===== config.mk =====
export PLATFORM = sky130hd
export DESIGN_NAME = wff_filter_bank
export DESIGN_NICKNAME = d
export VERILOG_FILES = /design/src/include/wff_pkg.sv /design/src/wff_filter_bank.sv
export VERILOG_INCLUDE_DIRS = /design/src /design/src/include
export SDC_FILE = /design/constraint.sdc
export NUM_CORES = 1
export LEC_CHECK = 0
export ABC_AREA = 1
export BUFFER_PORTS_ARGS = -buffer_cell sky130_fd_sc_hd__buf_2
export CAP_MARGIN = 40
export CELL_PAD_IN_SITES_DETAIL_PLACEMENT = 1
export CELL_PAD_IN_SITES_GLOBAL_PLACEMENT = 1
export CORE_MARGIN = 1
export CORE_UTILIZATION = 49
export CTS_CLUSTER_DIAMETER = 50
export CTS_CLUSTER_SIZE = 14
export DETAILED_ROUTE_END_ITERATION = 8
export HOLD_SLACK_MARGIN = 0.12
export PLACE_DENSITY_LB_ADDON = 0.1
export SETUP_SLACK_MARGIN = 0.5
export SYNTH_ARGS = -nofsm -noshare
export SYNTH_HDL_FRONTEND = slang
export SYNTH_SLANG_ARGS = --single-unit

===== constraint.sdc =====
create_clock -name mclk_i -period 9.8 [get_ports mclk_i]
set_input_delay 0.98 -clock mclk_i [delete_from_list [all_inputs] [get_ports mclk_i]]
set_output_delay 0.98 -clock mclk_i [all_outputs]
set_load 0.01 [all_outputs]

===== src/include/wff_map.svh =====
// Register map, field positions, reset values and constants of the wake-frame filter bank
`ifndef WFF_MAP_SVH
`define WFF_MAP_SVH

`define WFF_PG_BASE 2'h0
`define WFF_PG_RB 2'h2
`define WFF_PG_CFG 2'h3

`define WFF_OFS_BMASK0 4'h1
`define WFF_OFS_BMASK3 4'h4
`define WFF_OFS_CRC_LO 4'h5
`define WFF_OFS_CRC_HI 4'h6
`define WFF_OFS_START 4'h7
`define WFF_OFS_LASTB 4'h8
`define WFF_OFS_CMD 4'h9
`define WFF_OFS_WAKE_CSR 4'hA
`define WFF_OFS_INT_STAT 4'h0
`define WFF_OFS_INT_MASK 4'h0
`define WFF_OFS_DATA_CFG 4'hE
`define WFF_OFS_INTR_MASK 4'hF

`define WFF_CSR_FLAG_BIT 5
`define WFF_CSR_EN_BIT 1
`define WFF_INT_MATCH_BIT 0
`define WFF_INT_COMMIT_BIT 1

`define WFF_CMD_EN_BIT 0
`define WFF_CMD_DA_BIT 1
`define WFF_CMD_MC_BIT 2
`define WFF_CMD_CSCD_LSB 16
`define WFF_CMD_KEEP 32'h000F7777
`define WFF_WORD_RESET 32'h00000000
`define WFF_BYTE_RESET 8'h00

`define WFF_CRC_POLY_REFL 16'hA001
`define WFF_CRC_INIT 16'hFFFF
`define WFF_LAST_LANE 2'h3
`define WFF_IDX_MAX 11'h7FF

`endif


===== src/include/wff_pkg.sv =====
// Types shared by the wake-frame filter bank
package wff_pkg;
   typedef logic [31:0] wff_word_t;
   typedef logic [7:0] wff_byte_t;
   typedef logic [15:0] wff_crc_t;
   typedef enum logic {WFF_IDLE, WFF_FRAME} wff_state_t;
endpackage


===== src/wff_filter_bank.sv =====
// Wake-frame filter configuration bank with frame matcher, readback copies and event interrupt
//
// Added by the designer: the strobed register port.
`timescale 1ns/10ps
`include "wff_map.svh"

module wff_filter_bank
   import wff_pkg::*;
#(
   parameter int NUM_FILT = 4
) (
   input wire logic mclk_i,
   input wire logic rst_n_i,
   input wire logic [1:0] page_i,
   input wire logic [3:0] addr_i,
   input wire logic [7:0] wdata_i,
   input wire logic wr_i,
   input wire logic rd_i,
   input wire logic pmr_write_i,
   input wire logic rx_valid_i,
   input wire logic rx_sof_i,
   input wire logic rx_eof_i,
   input wire logic [7:0] rx_data_i,
   input wire logic rx_da_hit_i,
   input wire logic rx_mcast_i,
   output logic [7:0] rdata_o,
   output logic [7:0] data_config_o,
   output logic [7:0] intr_mask_o,
   output logic [3:0] filter_match_o,
   output logic wake_o,
   output logic irq_o
);

   // One CRC step per byte, LSB first with the reflected generator
   function automatic wff_crc_t crc_step(input wff_crc_t c, input wff_byte_t d);
      wff_crc_t r;
      r = c;
      for (int b = 0; b < 8; b++) begin
         if (r[0] ^ d[b]) begin
            r = (r >> 1) ^ `WFF_CRC_POLY_REFL;
         end else begin
            r = r >> 1;
         end
      end
      return r;
   endfunction

   // Register state
   wff_word_t bmask [NUM_FILT];
   wff_word_t crc_lo, crc_hi, start_ofs, last_bytes, cmd, stage;
   logic [1:0] lane;
   logic [3:0] seq_ofs;
   logic seq_live;
   logic [7:0] data_config, intr_mask;
   logic wake_en, wake_flag;
   logic [1:0] int_stat, int_mask;

   wff_word_t next_bmask [NUM_FILT];
   wff_word_t next_crc_lo, next_crc_hi, next_start_ofs, next_last_bytes, next_cmd, next_stage;
   logic [1:0] next_lane;
   logic [3:0] next_seq_ofs;
   logic next_seq_live;
   logic [7:0] next_data_config, next_intr_mask, next_rdata;
   logic next_wake_en, next_wake_flag, next_irq, next_wake;
   logic [1:0] next_int_stat, next_int_mask;

   // Matcher state
   wff_state_t mstate, next_mstate;
   logic [10:0] bidx, next_bidx;
   wff_crc_t fcrc [NUM_FILT];
   wff_crc_t next_fcrc [NUM_FILT];
   wff_byte_t flast [NUM_FILT];
   wff_byte_t next_flast [NUM_FILT];
   logic [3:0] raw_hit, fin_hit, next_match;
   logic match_any;

   logic cfg_acc, cfg_word, wr_word, rd_word, commit;
   logic [2:0] cscd;
   wff_word_t word_sel;

   assign cfg_acc = page_i == `WFF_PG_CFG;
   assign cfg_word = cfg_acc && addr_i >= `WFF_OFS_BMASK0 && addr_i <= `WFF_OFS_CMD;
   assign wr_word = wr_i && cfg_word;
   assign rd_word = rd_i && cfg_word;
   // Taken from the registered lane so the commit strobe does not loop back through the next-state logic
   assign commit = wr_word && seq_live && seq_ofs == addr_i && lane == `WFF_LAST_LANE;
   assign cscd = cmd[`WFF_CMD_CSCD_LSB +: 3];
   assign match_any = |fin_hit;

   always_comb begin
      case (addr_i)
         4'h1: word_sel = bmask[0];
         4'h2: word_sel = bmask[1];
         4'h3: word_sel = bmask[2];
         4'h4: word_sel = bmask[3];
         `WFF_OFS_CRC_LO: word_sel = crc_lo;
         `WFF_OFS_CRC_HI: word_sel = crc_hi;
         `WFF_OFS_START: word_sel = start_ofs;
         `WFF_OFS_LASTB: word_sel = last_bytes;
         `WFF_OFS_CMD: word_sel = cmd;
         default: word_sel = `WFF_WORD_RESET;
      endcase
   end

   // Register file: byte-lane sequencing, commits, readback, flags
   always_comb begin
      next_bmask = bmask;
      next_crc_lo = crc_lo;
      next_crc_hi = crc_hi;
      next_start_ofs = start_ofs;
      next_last_bytes = last_bytes;
      next_cmd = cmd;
      next_stage = stage;
      next_lane = lane;
      next_seq_ofs = seq_ofs;
      next_seq_live = seq_live;
      next_data_config = data_config;
      next_intr_mask = intr_mask;
      next_wake_en = wake_en;
      next_wake_flag = wake_flag;
      next_int_stat = int_stat;
      next_int_mask = int_mask;
      next_rdata = `WFF_BYTE_RESET;
      // A sequence restarts at lane 0 when the offset changes; reads and writes count alike
      if (wr_word || rd_word) begin
         if (!seq_live || seq_ofs != addr_i) begin
            next_lane = 2'h1;
            next_seq_ofs = addr_i;
            next_seq_live = 1'b1;
         end else begin
            next_lane = lane + 2'h1;
         end
      end
      if (wr_word) begin
         if (!seq_live || seq_ofs != addr_i) begin
            next_stage[7:0] = wdata_i;
         end else begin
            next_stage[lane*8 +: 8] = wdata_i;
         end
      end
      // Whole word lands at once so the matcher never sees a half-loaded value
      if (commit) begin
         case (addr_i)
            4'h1: next_bmask[0] = {wdata_i, stage[23:0]};
            4'h2: next_bmask[1] = {wdata_i, stage[23:0]};
            4'h3: next_bmask[2] = {wdata_i, stage[23:0]};
            4'h4: next_bmask[3] = {wdata_i, stage[23:0]};
            `WFF_OFS_CRC_LO: next_crc_lo = {wdata_i, stage[23:0]};
            `WFF_OFS_CRC_HI: next_crc_hi = {wdata_i, stage[23:0]};
            `WFF_OFS_START: next_start_ofs = {wdata_i, stage[23:0]};
            `WFF_OFS_LASTB: next_last_bytes = {wdata_i, stage[23:0]};
            `WFF_OFS_CMD: next_cmd = {wdata_i, stage[23:0]} & `WFF_CMD_KEEP;
            default: next_stage = stage;
         endcase
      end
      if (wr_i && page_i == `WFF_PG_BASE && addr_i == `WFF_OFS_DATA_CFG) begin
         next_data_config = wdata_i;
      end
      if (wr_i && page_i == `WFF_PG_BASE && addr_i == `WFF_OFS_INTR_MASK) begin
         next_intr_mask = wdata_i;
      end
      if (wr_i && cfg_acc && addr_i == `WFF_OFS_WAKE_CSR) begin
         next_wake_en = wdata_i[`WFF_CSR_EN_BIT];
         if (wdata_i[`WFF_CSR_FLAG_BIT]) begin
            next_wake_flag = 1'b0;
         end
      end
      if (pmr_write_i) begin
         next_wake_flag = 1'b0;
      end
      if (wr_i && cfg_acc && addr_i == `WFF_OFS_INT_STAT) begin
         next_int_stat = int_stat & ~wdata_i[1:0];
      end
      if (wr_i && page_i == `WFF_PG_RB && addr_i == `WFF_OFS_INT_MASK) begin
         next_int_mask = wdata_i[1:0];
      end
      // Hardware sets win over a clear in the same cycle
      if (match_any) begin
         next_wake_flag = 1'b1;
         next_int_stat[`WFF_INT_MATCH_BIT] = 1'b1;
      end
      if (commit) begin
         next_int_stat[`WFF_INT_COMMIT_BIT] = 1'b1;
      end
      if (rd_i) begin
         if (rd_word) begin
            if (!seq_live || seq_ofs != addr_i) begin
               next_rdata = word_sel[7:0];
            end else begin
               next_rdata = word_sel[lane*8 +: 8];
            end
         end else if (page_i == `WFF_PG_RB && addr_i == `WFF_OFS_DATA_CFG) begin
            next_rdata = data_config;
         end else if (page_i == `WFF_PG_RB && addr_i == `WFF_OFS_INTR_MASK) begin
            next_rdata = intr_mask;
         end else if (page_i == `WFF_PG_BASE && addr_i == `WFF_OFS_DATA_CFG) begin
            next_rdata = data_config;
         end else if (page_i == `WFF_PG_BASE && addr_i == `WFF_OFS_INTR_MASK) begin
            next_rdata = intr_mask;
         end else if (cfg_acc && addr_i == `WFF_OFS_WAKE_CSR) begin
            next_rdata = 8'h00;
            next_rdata[`WFF_CSR_FLAG_BIT] = wake_flag;
            next_rdata[`WFF_CSR_EN_BIT] = wake_en;
         end else if (cfg_acc && addr_i == `WFF_OFS_INT_STAT) begin
            next_rdata = {6'h00, int_stat};
         end else if (page_i == `WFF_PG_RB && addr_i == `WFF_OFS_INT_MASK) begin
            next_rdata = {6'h00, int_mask};
         end
      end
      next_irq = |(next_int_stat & next_int_mask);
      next_wake = next_wake_flag && next_wake_en;
   end

   always_ff @(posedge mclk_i) begin
      if (!rst_n_i) begin
         for (int i = 0; i < NUM_FILT; i++) begin
            bmask[i] <= `WFF_WORD_RESET;
         end
         crc_lo <= `WFF_WORD_RESET;
         crc_hi <= `WFF_WORD_RESET;
         start_ofs <= `WFF_WORD_RESET;
         last_bytes <= `WFF_WORD_RESET;
         cmd <= `WFF_WORD_RESET;
         stage <= `WFF_WORD_RESET;
         lane <= 2'h0;
         seq_ofs <= 4'h0;
         seq_live <= 1'b0;
         data_config <= `WFF_BYTE_RESET;
         intr_mask <= `WFF_BYTE_RESET;
         wake_en <= 1'b0;
         wake_flag <= 1'b0;
         int_stat <= 2'h0;
         int_mask <= 2'h0;
         rdata_o <= `WFF_BYTE_RESET;
         data_config_o <= `WFF_BYTE_RESET;
         intr_mask_o <= `WFF_BYTE_RESET;
         irq_o <= 1'b0;
         wake_o <= 1'b0;
      end else begin
         bmask <= next_bmask;
         crc_lo <= next_crc_lo;
         crc_hi <= next_crc_hi;
         start_ofs <= next_start_ofs;
         last_bytes <= next_last_bytes;
         cmd <= next_cmd;
         stage <= next_stage;
         lane <= next_lane;
         seq_ofs <= next_seq_ofs;
         seq_live <= next_seq_live;
         data_config <= next_data_config;
         intr_mask <= next_intr_mask;
         wake_en <= next_wake_en;
         wake_flag <= next_wake_flag;
         int_stat <= next_int_stat;
         int_mask <= next_int_mask;
         rdata_o <= next_rdata;
         data_config_o <= next_data_config;
         intr_mask_o <= next_intr_mask;
         irq_o <= next_irq;
         wake_o <= next_wake;
      end
   end

   // Frame matcher: one CRC engine per filter over the masked window
   always_comb begin
      next_mstate = mstate;
      next_bidx = bidx;
      if (rx_valid_i) begin
         if (rx_sof_i) begin
            next_bidx = 11'h001;
            next_mstate = WFF_FRAME;
         end else if (bidx != `WFF_IDX_MAX) begin
            next_bidx = bidx + 11'h001;
         end
         if (rx_eof_i) begin
            next_mstate = WFF_IDLE;
         end
      end
   end

   generate
      for (genvar f = 0; f < NUM_FILT; f++) begin : g_filt
         logic [10:0] idx, base, rel;
         logic [7:0] fofs;
         logic [15:0] want;
         logic sel;
         assign idx = rx_sof_i ? 11'h000 : bidx;
         assign fofs = start_ofs[f*8 +: 8];
         assign base = {2'b00, fofs, 1'b0};
         assign rel = idx - base;
         assign sel = rx_valid_i && (rx_sof_i || mstate == WFF_FRAME) && idx >= base && rel < 11'd32
            && bmask[f][rel[4:0]];
         assign want = (f < 2) ? crc_lo[(f%2)*16 +: 16] : crc_hi[(f%2)*16 +: 16];
         always_comb begin
            next_fcrc[f] = rx_valid_i && rx_sof_i ? `WFF_CRC_INIT : fcrc[f];
            next_flast[f] = rx_valid_i && rx_sof_i ? `WFF_BYTE_RESET : flast[f];
            if (sel) begin
               next_fcrc[f] = crc_step(next_fcrc[f], rx_data_i);
               next_flast[f] = rx_data_i;
            end
            raw_hit[f] = rx_valid_i && rx_eof_i && cmd[f*4 + `WFF_CMD_EN_BIT] && next_fcrc[f] == want
               && next_flast[f] == last_bytes[f*8 +: 8] && (!cmd[f*4 + `WFF_CMD_DA_BIT] || rx_da_hit_i)
               && (!cmd[f*4 + `WFF_CMD_MC_BIT] || rx_mcast_i);
         end
         always_ff @(posedge mclk_i) begin
            if (!rst_n_i) begin
               fcrc[f] <= `WFF_CRC_INIT;
               flast[f] <= `WFF_BYTE_RESET;
            end else begin
               fcrc[f] <= next_fcrc[f];
               flast[f] <= next_flast[f];
            end
         end
      end
   endgenerate

   // A cascade link drops a filter's hit unless the neighbour on that link also has a raw hit
   always_comb begin
      for (int f = 0; f < NUM_FILT; f++) begin
         fin_hit[f] = raw_hit[f];
         if (f > 0 && cscd[f-1] && !raw_hit[f-1]) begin
            fin_hit[f] = 1'b0;
         end
         if (f < NUM_FILT - 1 && cscd[f] && !raw_hit[f+1]) begin
            fin_hit[f] = 1'b0;
         end
      end
      next_match = fin_hit;
   end

   always_ff @(posedge mclk_i) begin
      if (!rst_n_i) begin
         mstate <= WFF_IDLE;
         bidx <= 11'h000;
         filter_match_o <= 4'h0;
      end else begin
         mstate <= next_mstate;
         bidx <= next_bidx;
         filter_match_o <= next_match;
      end
   end
endmodule


# Yosys cells after proc, flatten, opt, wreduce, memory -nomap -nowiden
# Memories as Yosys holds them, arrays and structs flattened.
# Cells that the tools add are included.
# Widths: inputs -> output; s select.
[op_classes]
muxes = 131
reduce_logical = 108
shift = 3
order_cmp = 14
add_sub_neg = 7
eq_ne = 27
bitwise_logic = 75
[op_table]
columns = ["cell", "n"]
rows = [
  ["$mux 16", 72],
  ["$pmux 32 s9", 1],
  ["$mux 8", 19],
  ["$mux 32", 3],
  ["$not 2->3", 32],
  ["$eq 16x16->1", 4],
  ["$logic_and 1x1->1", 64],
  ["$ge 11x9->1", 4],
  ["$lt 11x6->1 const B", 4],
  ["$sub 11x9->11", 4],
  ["$neg 5->34", 1],
  ["$shift 8x34->32 const A", 1],
  ["$shiftx 8x34->32", 1],
  ["$mux 11", 3],
  ["$bwmux 32", 1],
  ["$eq 8x8->1", 4],
  ["$shiftx 32x6->8", 1],
  ["$xor 1x1->1", 32],
  ["$reduce_and 2->1", 13],
  ["$lt 5x6->1 const B", 4],
  ["$mux 24", 1],
  ["$mux 1", 21],
  ["$bmux 1 s5", 4],
  ["$eq 4x4->1 const B", 5],
  ["25 further kinds", 66],
]
[word_totals]
mem_bits_rw = 96
reg_bits = 359
inputBits = 32
out_inout_bits = 30
memories = 2
wordCells = 392
[mem_list]
columns = ["memory", "words", "width", "read_ports", "rd_ports_with_merged_regs", "wr", "line_no", "rtl"]
rows = [
  ["fcrc", 4, 16, 4, 0, 4, "wff_filter_bank.sv:70", "wff_crc_t fcrc [NUM_FILT];"],
  ["flast", 4, 8, 4, 0, 4, "wff_filter_bank.sv:72", "wff_byte_t flast [NUM_FILT];"],
]

# Longest topological paths before layout
[depth]
word_depth = 40
mapped_depth = 33

# Least setup slack after synthesis
# Ideal clock, no wire load.
[synth_timing]
kind = "in2reg"
startpoint = "input rx_sof_i"
endpoint = "register irq_o"
slack_ps = 5644
required_time_ps = 9684
cell_stages = 21
t_arrival_ps = 4039
path_cell_list = "buf_6 -> nor2_1 -> inv_1 -> fa_1 -> o21ai_0 -> nand2_1 -> o21ai_0 -> inv_1 -> a31oi_2 -> nand3_4 -> buf_4 -> o21ai_1 -> xor2_1 -> nand3b_1 -> nor2_1 -> nand2_1 -> nand2_1 -> nand3_1 -> nand4_1 -> nand2_1 -> nand2_1"
[synth_between]
elab_chain_cells = 39
[synth_lines]
columns = ["item", "line_no", "rtl"]
rows = [
  ["start: declaration", "wff_filter_bank.sv:21", "input wire logic rx_sof_i,"],
  ["$logic_and 1x1->1", "wff_filter_bank.sv:295, wff_filter_bank.sv:296", ""],
  ["$mux 16", "wff_filter_bank.sv:295", "next_fcrc[f] = rx_valid_i && rx_sof_i ? `WFF_CRC_INIT : fcrc[f];"],
  ["$xor 1x1->1 or $not 2->3 (tied branches)", "n/a", ""],
  ["$mux 16", "wff_filter_bank.sv:39", "if (r[0] ^ d[b]) begin"],
  ["$mux 16", "wff_filter_bank.sv:297", "if (sel) begin"],
  ["$xor 1x1->1", "wff_filter_bank.sv:39", ""],
  ["$mux 16", "wff_filter_bank.sv:39", ""],
  ["$mux 16", "wff_filter_bank.sv:297", ""],
  ["[... 23 more ...]", "n/a", ""],
  ["$logic_not 1->1, on equally long branches", "wff_filter_bank.sv:321, wff_filter_bank.sv:324", ""],
  ["$logic_and 1x1->1", "wff_filter_bank.sv:321", "if (f > 0 && cscd[f-1] && !raw_hit[f-1]) begin"],
  ["$mux 1", "wff_filter_bank.sv:321", ""],
  ["$mux 1", "wff_filter_bank.sv:324", "if (f < NUM_FILT - 1 && cscd[f] && !raw_hit[f+1]) begin"],
  ["$reduce_or 4->1 (*)", "wff_filter_bank.sv:88", "assign match_any = |fin_hit;"],
  ["$mux 1 (*)", "wff_filter_bank.sv:178", "if (match_any) begin"],
  ["$and 2x2->2 (*)", "wff_filter_bank.sv:210", "next_irq = |(next_int_stat & next_int_mask);"],
  ["$reduce_or 2->1 (*)", "wff_filter_bank.sv:210", ""],
  ["end signal: assignment", "wff_filter_bank.sv:259", "irq_o <= next_irq;"],
  ["end: declaration", "wff_filter_bank.sv:31", "output logic irq_o"],
]
# Mark *: on every way between the ends. The rest lies on a longest branch, timed or not. The select of a mux whose other input is x is not followed.
# A chain may end at the register's enable or synchronous reset.

# Final worst setup path
[layout_timing]
startpoint = "input rx_sof_i"
endpoint = "register wake_flag"
[layout_between]
elab_chain_cells = 37
[layout_lines]
columns = ["item", "line_no", "rtl"]
rows = [
  ["$logic_and 1x1->1", "wff_filter_bank.sv:295, wff_filter_bank.sv:296", ""],
  ["$mux 16", "wff_filter_bank.sv:295", ""],
  ["$xor 1x1->1 or $not 2->3 (tied branches)", "n/a", ""],
  ["$mux 16", "wff_filter_bank.sv:39", ""],
  ["$mux 16", "wff_filter_bank.sv:297", ""],
  ["$xor 1x1->1", "wff_filter_bank.sv:39", ""],
  ["$mux 16", "wff_filter_bank.sv:39", ""],
  ["$mux 16", "wff_filter_bank.sv:297", ""],
  ["[... 18 more ...]", "n/a", ""],
  ["$eq 16x16->1", "wff_filter_bank.sv:301", "raw_hit[f] = rx_valid_i && rx_eof_i && cmd[f*4 + `WFF_CMD_EN_BIT] && next_fcrc[f] == want"],
  ["$logic_and 1x1->1 (4 in a row)", "wff_filter_bank.sv:301", ""],
  ["$logic_not 1->1, on equally long branches", "wff_filter_bank.sv:321, wff_filter_bank.sv:324", ""],
  ["$logic_and 1x1->1", "wff_filter_bank.sv:321", ""],
  ["$mux 1", "wff_filter_bank.sv:321", ""],
  ["$mux 1", "wff_filter_bank.sv:324", ""],
  ["$reduce_or 4->1 (*)", "wff_filter_bank.sv:88", ""],
  ["$mux 1 (*)", "wff_filter_bank.sv:178", ""],
  ["end signal: assignment", "wff_filter_bank.sv:253", "wake_flag <= next_wake_flag;"],
  ["end: declaration", "wff_filter_bank.sv:55", "logic wake_en, wake_flag;"],
]
# Marks and branches as above.

==> results.md <==
- Drt wl/cell: 25.3 um
- Core ar.: 51600 sq um
- RSZ-0062 raised after global routing: false
- WS Path Type: in2reg
- Post-synthesis sequential element count: 447
- Max-Cap Viols: 0
- Vias/cell: 6.10
- Cell Area, Synth: 25700 sq um
- CTS Hold Bufs: 0
- Syn_nets: 4086
- Layout area overhead: 9.41%
- DR iter-0 viols: 3137
- Die width: 231 um
- Top-area cell type share of the netlist area: 34.8%
- CTS Buf Count: 53
- WP data arrival: 6300 ps
- PwrDens: 152 nW/um^2
- Post-synth EDFFs: 0
- Clock Latency Late Sink: 620 ps
- Max Fclk: 174 MHz
- Maximum vdd drop: 160 uV
- Final #Nets: 4031
- Synth Warn #: 0
- Antenna violations before repair: 8
- Post-route clock period utilization: 58.5%
- Slew Viols, Final: 0
- Final Core Density: 54.6%
- Post-CTS sizing: 0
- Sink Count: 447
- Die Y: 231 um
- Largest net degree at the start of global routing: 224
- Clock Skews: 30.3 ps
- FILL cells: 7071
- Top post-synthesis cells by area: dfxtp_1 35%, nand2_1 14%, inv_1 8.5%
- Comb power frac: 8.3%
- Clk pwr share: 48.6%
- Initial Util: 49.9%
- IO Port Bufs: 61
- Max-slew headroom: 32.6%
- Root Buffer: clkbuf_16
- All-Layer GR Usage: 43.6%
- Most used DFF post-synth: dfxtp_1
- Setup_tns: 0 ps
- First-pass GRT wire length: 175000 um
- Vias: 28500
- Tmin final: 5740 ps
- Mapped Cells: 4013
- P_int: 0.00307 W
- HP Class: reg2reg
- Final setup fails: 0
- Final HPWL DP: 86200 um
- Crit-path max FO: 34
- CP max stage delay: 460 ps
- Max H-tree Level: 2
- Die area: 53400 sq um
- Final GP Congestion: 1.03
- Sw Ratio: 28.0%
- Critical path endpoint category: flip-flop
- Sequential power share: 43.1%
- Static leakage: 12.0 nW
- Yosys cell types: 51
- Post-synthesis async set-or-reset flop share: 0%
- Share of post-route cells with drive strength above 1: 6.48%
- First drt pass iteration count: 6
- Psw: 0.00120 W
- Run status: finished, final reports clean
- DRC Markers: 0
- Final hold violation count: 0
- Worst slew pin tran: 1010 ps
- I/O pin total: 62
- Vias in the first global route: 27700
- Syn avg cell area: 6.41 sq um
- Critical Path RT: 10360 ps
- Overflow after GRT: 0
- Register area share after synthesis: 34.8%
- Routed Wire Length: 118000 um
- Reg clk slew, reported paths: 70 ps
- Post-route ant nets: 0
- Post-CTS setup buffers: 0
- Yosys top cell by area: dfxtp_1
- Critical Path Source Type: primary input
- Clock Tree Buf Depth: 3
- Slowest cell on crit path: a31oi_2
- CTS tree: done
- CP most frequent cell: nand2_1
- Row cnt: 83
## critical path: cells and delay by family
| kind | cells | cell delay [ps] |
|---|---|---|
| and+or+nand+nor | 15 | 2560 |
| buffers and inverters | 6 | 1060 |
| AOI/OAI and AO/OA | 3 | 970 |
| adders and majority gates | 2 | 700 |
## Yosys cell counts, types with 26 or more instances
library cell and n:
clkbuf_1 142, o22ai_1 73, nor2_1 224, dfxtp_1 447, nand2_1 992, o21ai_0 338
a21oi_1 364, ha_1 37, nand3_1 375, a221oi_1 26, inv_1 586, xor2_1 52
nand4_1 67, a31oi_1 26, buf_2 27
## final cells by class
cell class	count	area, sq um	share of cell area [%]
Multi-Input combinational cell	2750	13600	48.4
Sequential cell	447	8950	31.8
Inverter	604	2270	8.06
Clock buffer	56	1360	4.82
Tap cell	680	851	3.02
Timing Repair Buffer	102	683	2.43
Clock inverter	35	424	1.51
Antenna cell	2	5.00	0.0178
## layout by cell type (no fill, tap or decap), drive strengths merged, types with 67 or more instances in the layout
cell,count
nor2,231
o21ai,352
nand2,1006
a21oi,364
buf,102
nand4,67
nand3,379
inv,611
o22ai,73
dfxtp,447
## worst paths after layout
path / cells past startpoint / to / slack (ps) / startpoint
worst min-delay path: 2 / data_config[6]$_SDFFE_PN0P_ / 480 / data_config[6]$_SDFFE_PN0P_
worst max register to register: 25 / wake_flag$_SDFF_PN0_ / 4280 / bidx[2]$_SDFFE_PN0P_
worst max-delay path: 26 / wake_flag$_SDFF_PN0_ / 4060 / rx_sof_i
worst min register to register: 2 / data_config[6]$_SDFFE_PN0P_ / 480 / data_config[6]$_SDFFE_PN0P_
## per-layer routing
layer  wire [um]  vias to the layer above  global-route usage [%]
met2       49200                     1512                    64.1
li1            -                    13000                       -
met3       13000                      381                    10.4
met5          55                        -                       0
met1       48100                    13600                    57.6
met4        7950                        8                    26.7
## power by group through the flow
stage / registers (W) / logic (W) / clock network, W
final: 0.00184 / 0.000355 / 0.00208
after global routing: 0.00184 / 0.000378 / 0.00214
after CTS: 0.00184 / 0.000343 / 0.00207
after detailed placement: 0.00188 / 0.000339 / 0
after global placement: 0.00188 / 0.000332 / 0
after floorplan: 0.00187 / 0.000223 / 0
## logic make-up after synthesis
logic type / synth area share, %
AOI/OAI and AO/OA: 19.7
xor gates and xnor gates: 2.36
adders and majority gates: 2.11
buffers and inverters: 12.5
DFF: 34.8
and+or+nand+nor: 28.6
## registers in the layout, summed over array words and instances, names as in the netlist, 8 cells and up
register     flops
stage           24
rdata_o          8
crc_hi          32
bmask          128
crc_lo          32
flast           32
data_config      8
cmd             16
intr_mask        8
bidx            11
fcrc            64
start_ofs       32
last_bytes      32
## per-stage QoR
step / hold WS, ps / instance area [sq um] / instances / total power [W] / setup slack (ps)
2_1_floorplan: 430 / 25700 / 4013 / 0.00209 / 5640
3_3_place_gp: 441 / 26300 / 4577 / 0.00221 / 3850
3_5_place_dp: 458 / 26400 / 4583 / 0.00222 / 3690
4_1_cts: 468 / 28200 / 4674 / 0.00425 / 4270
5_1_grt: 487 / 28200 / 4674 / 0.00436 / 3790
6_report: 475 / 28200 / 4676 / 0.00427 / 4060
No activity file was read; power rests on OpenSTA's default activity.
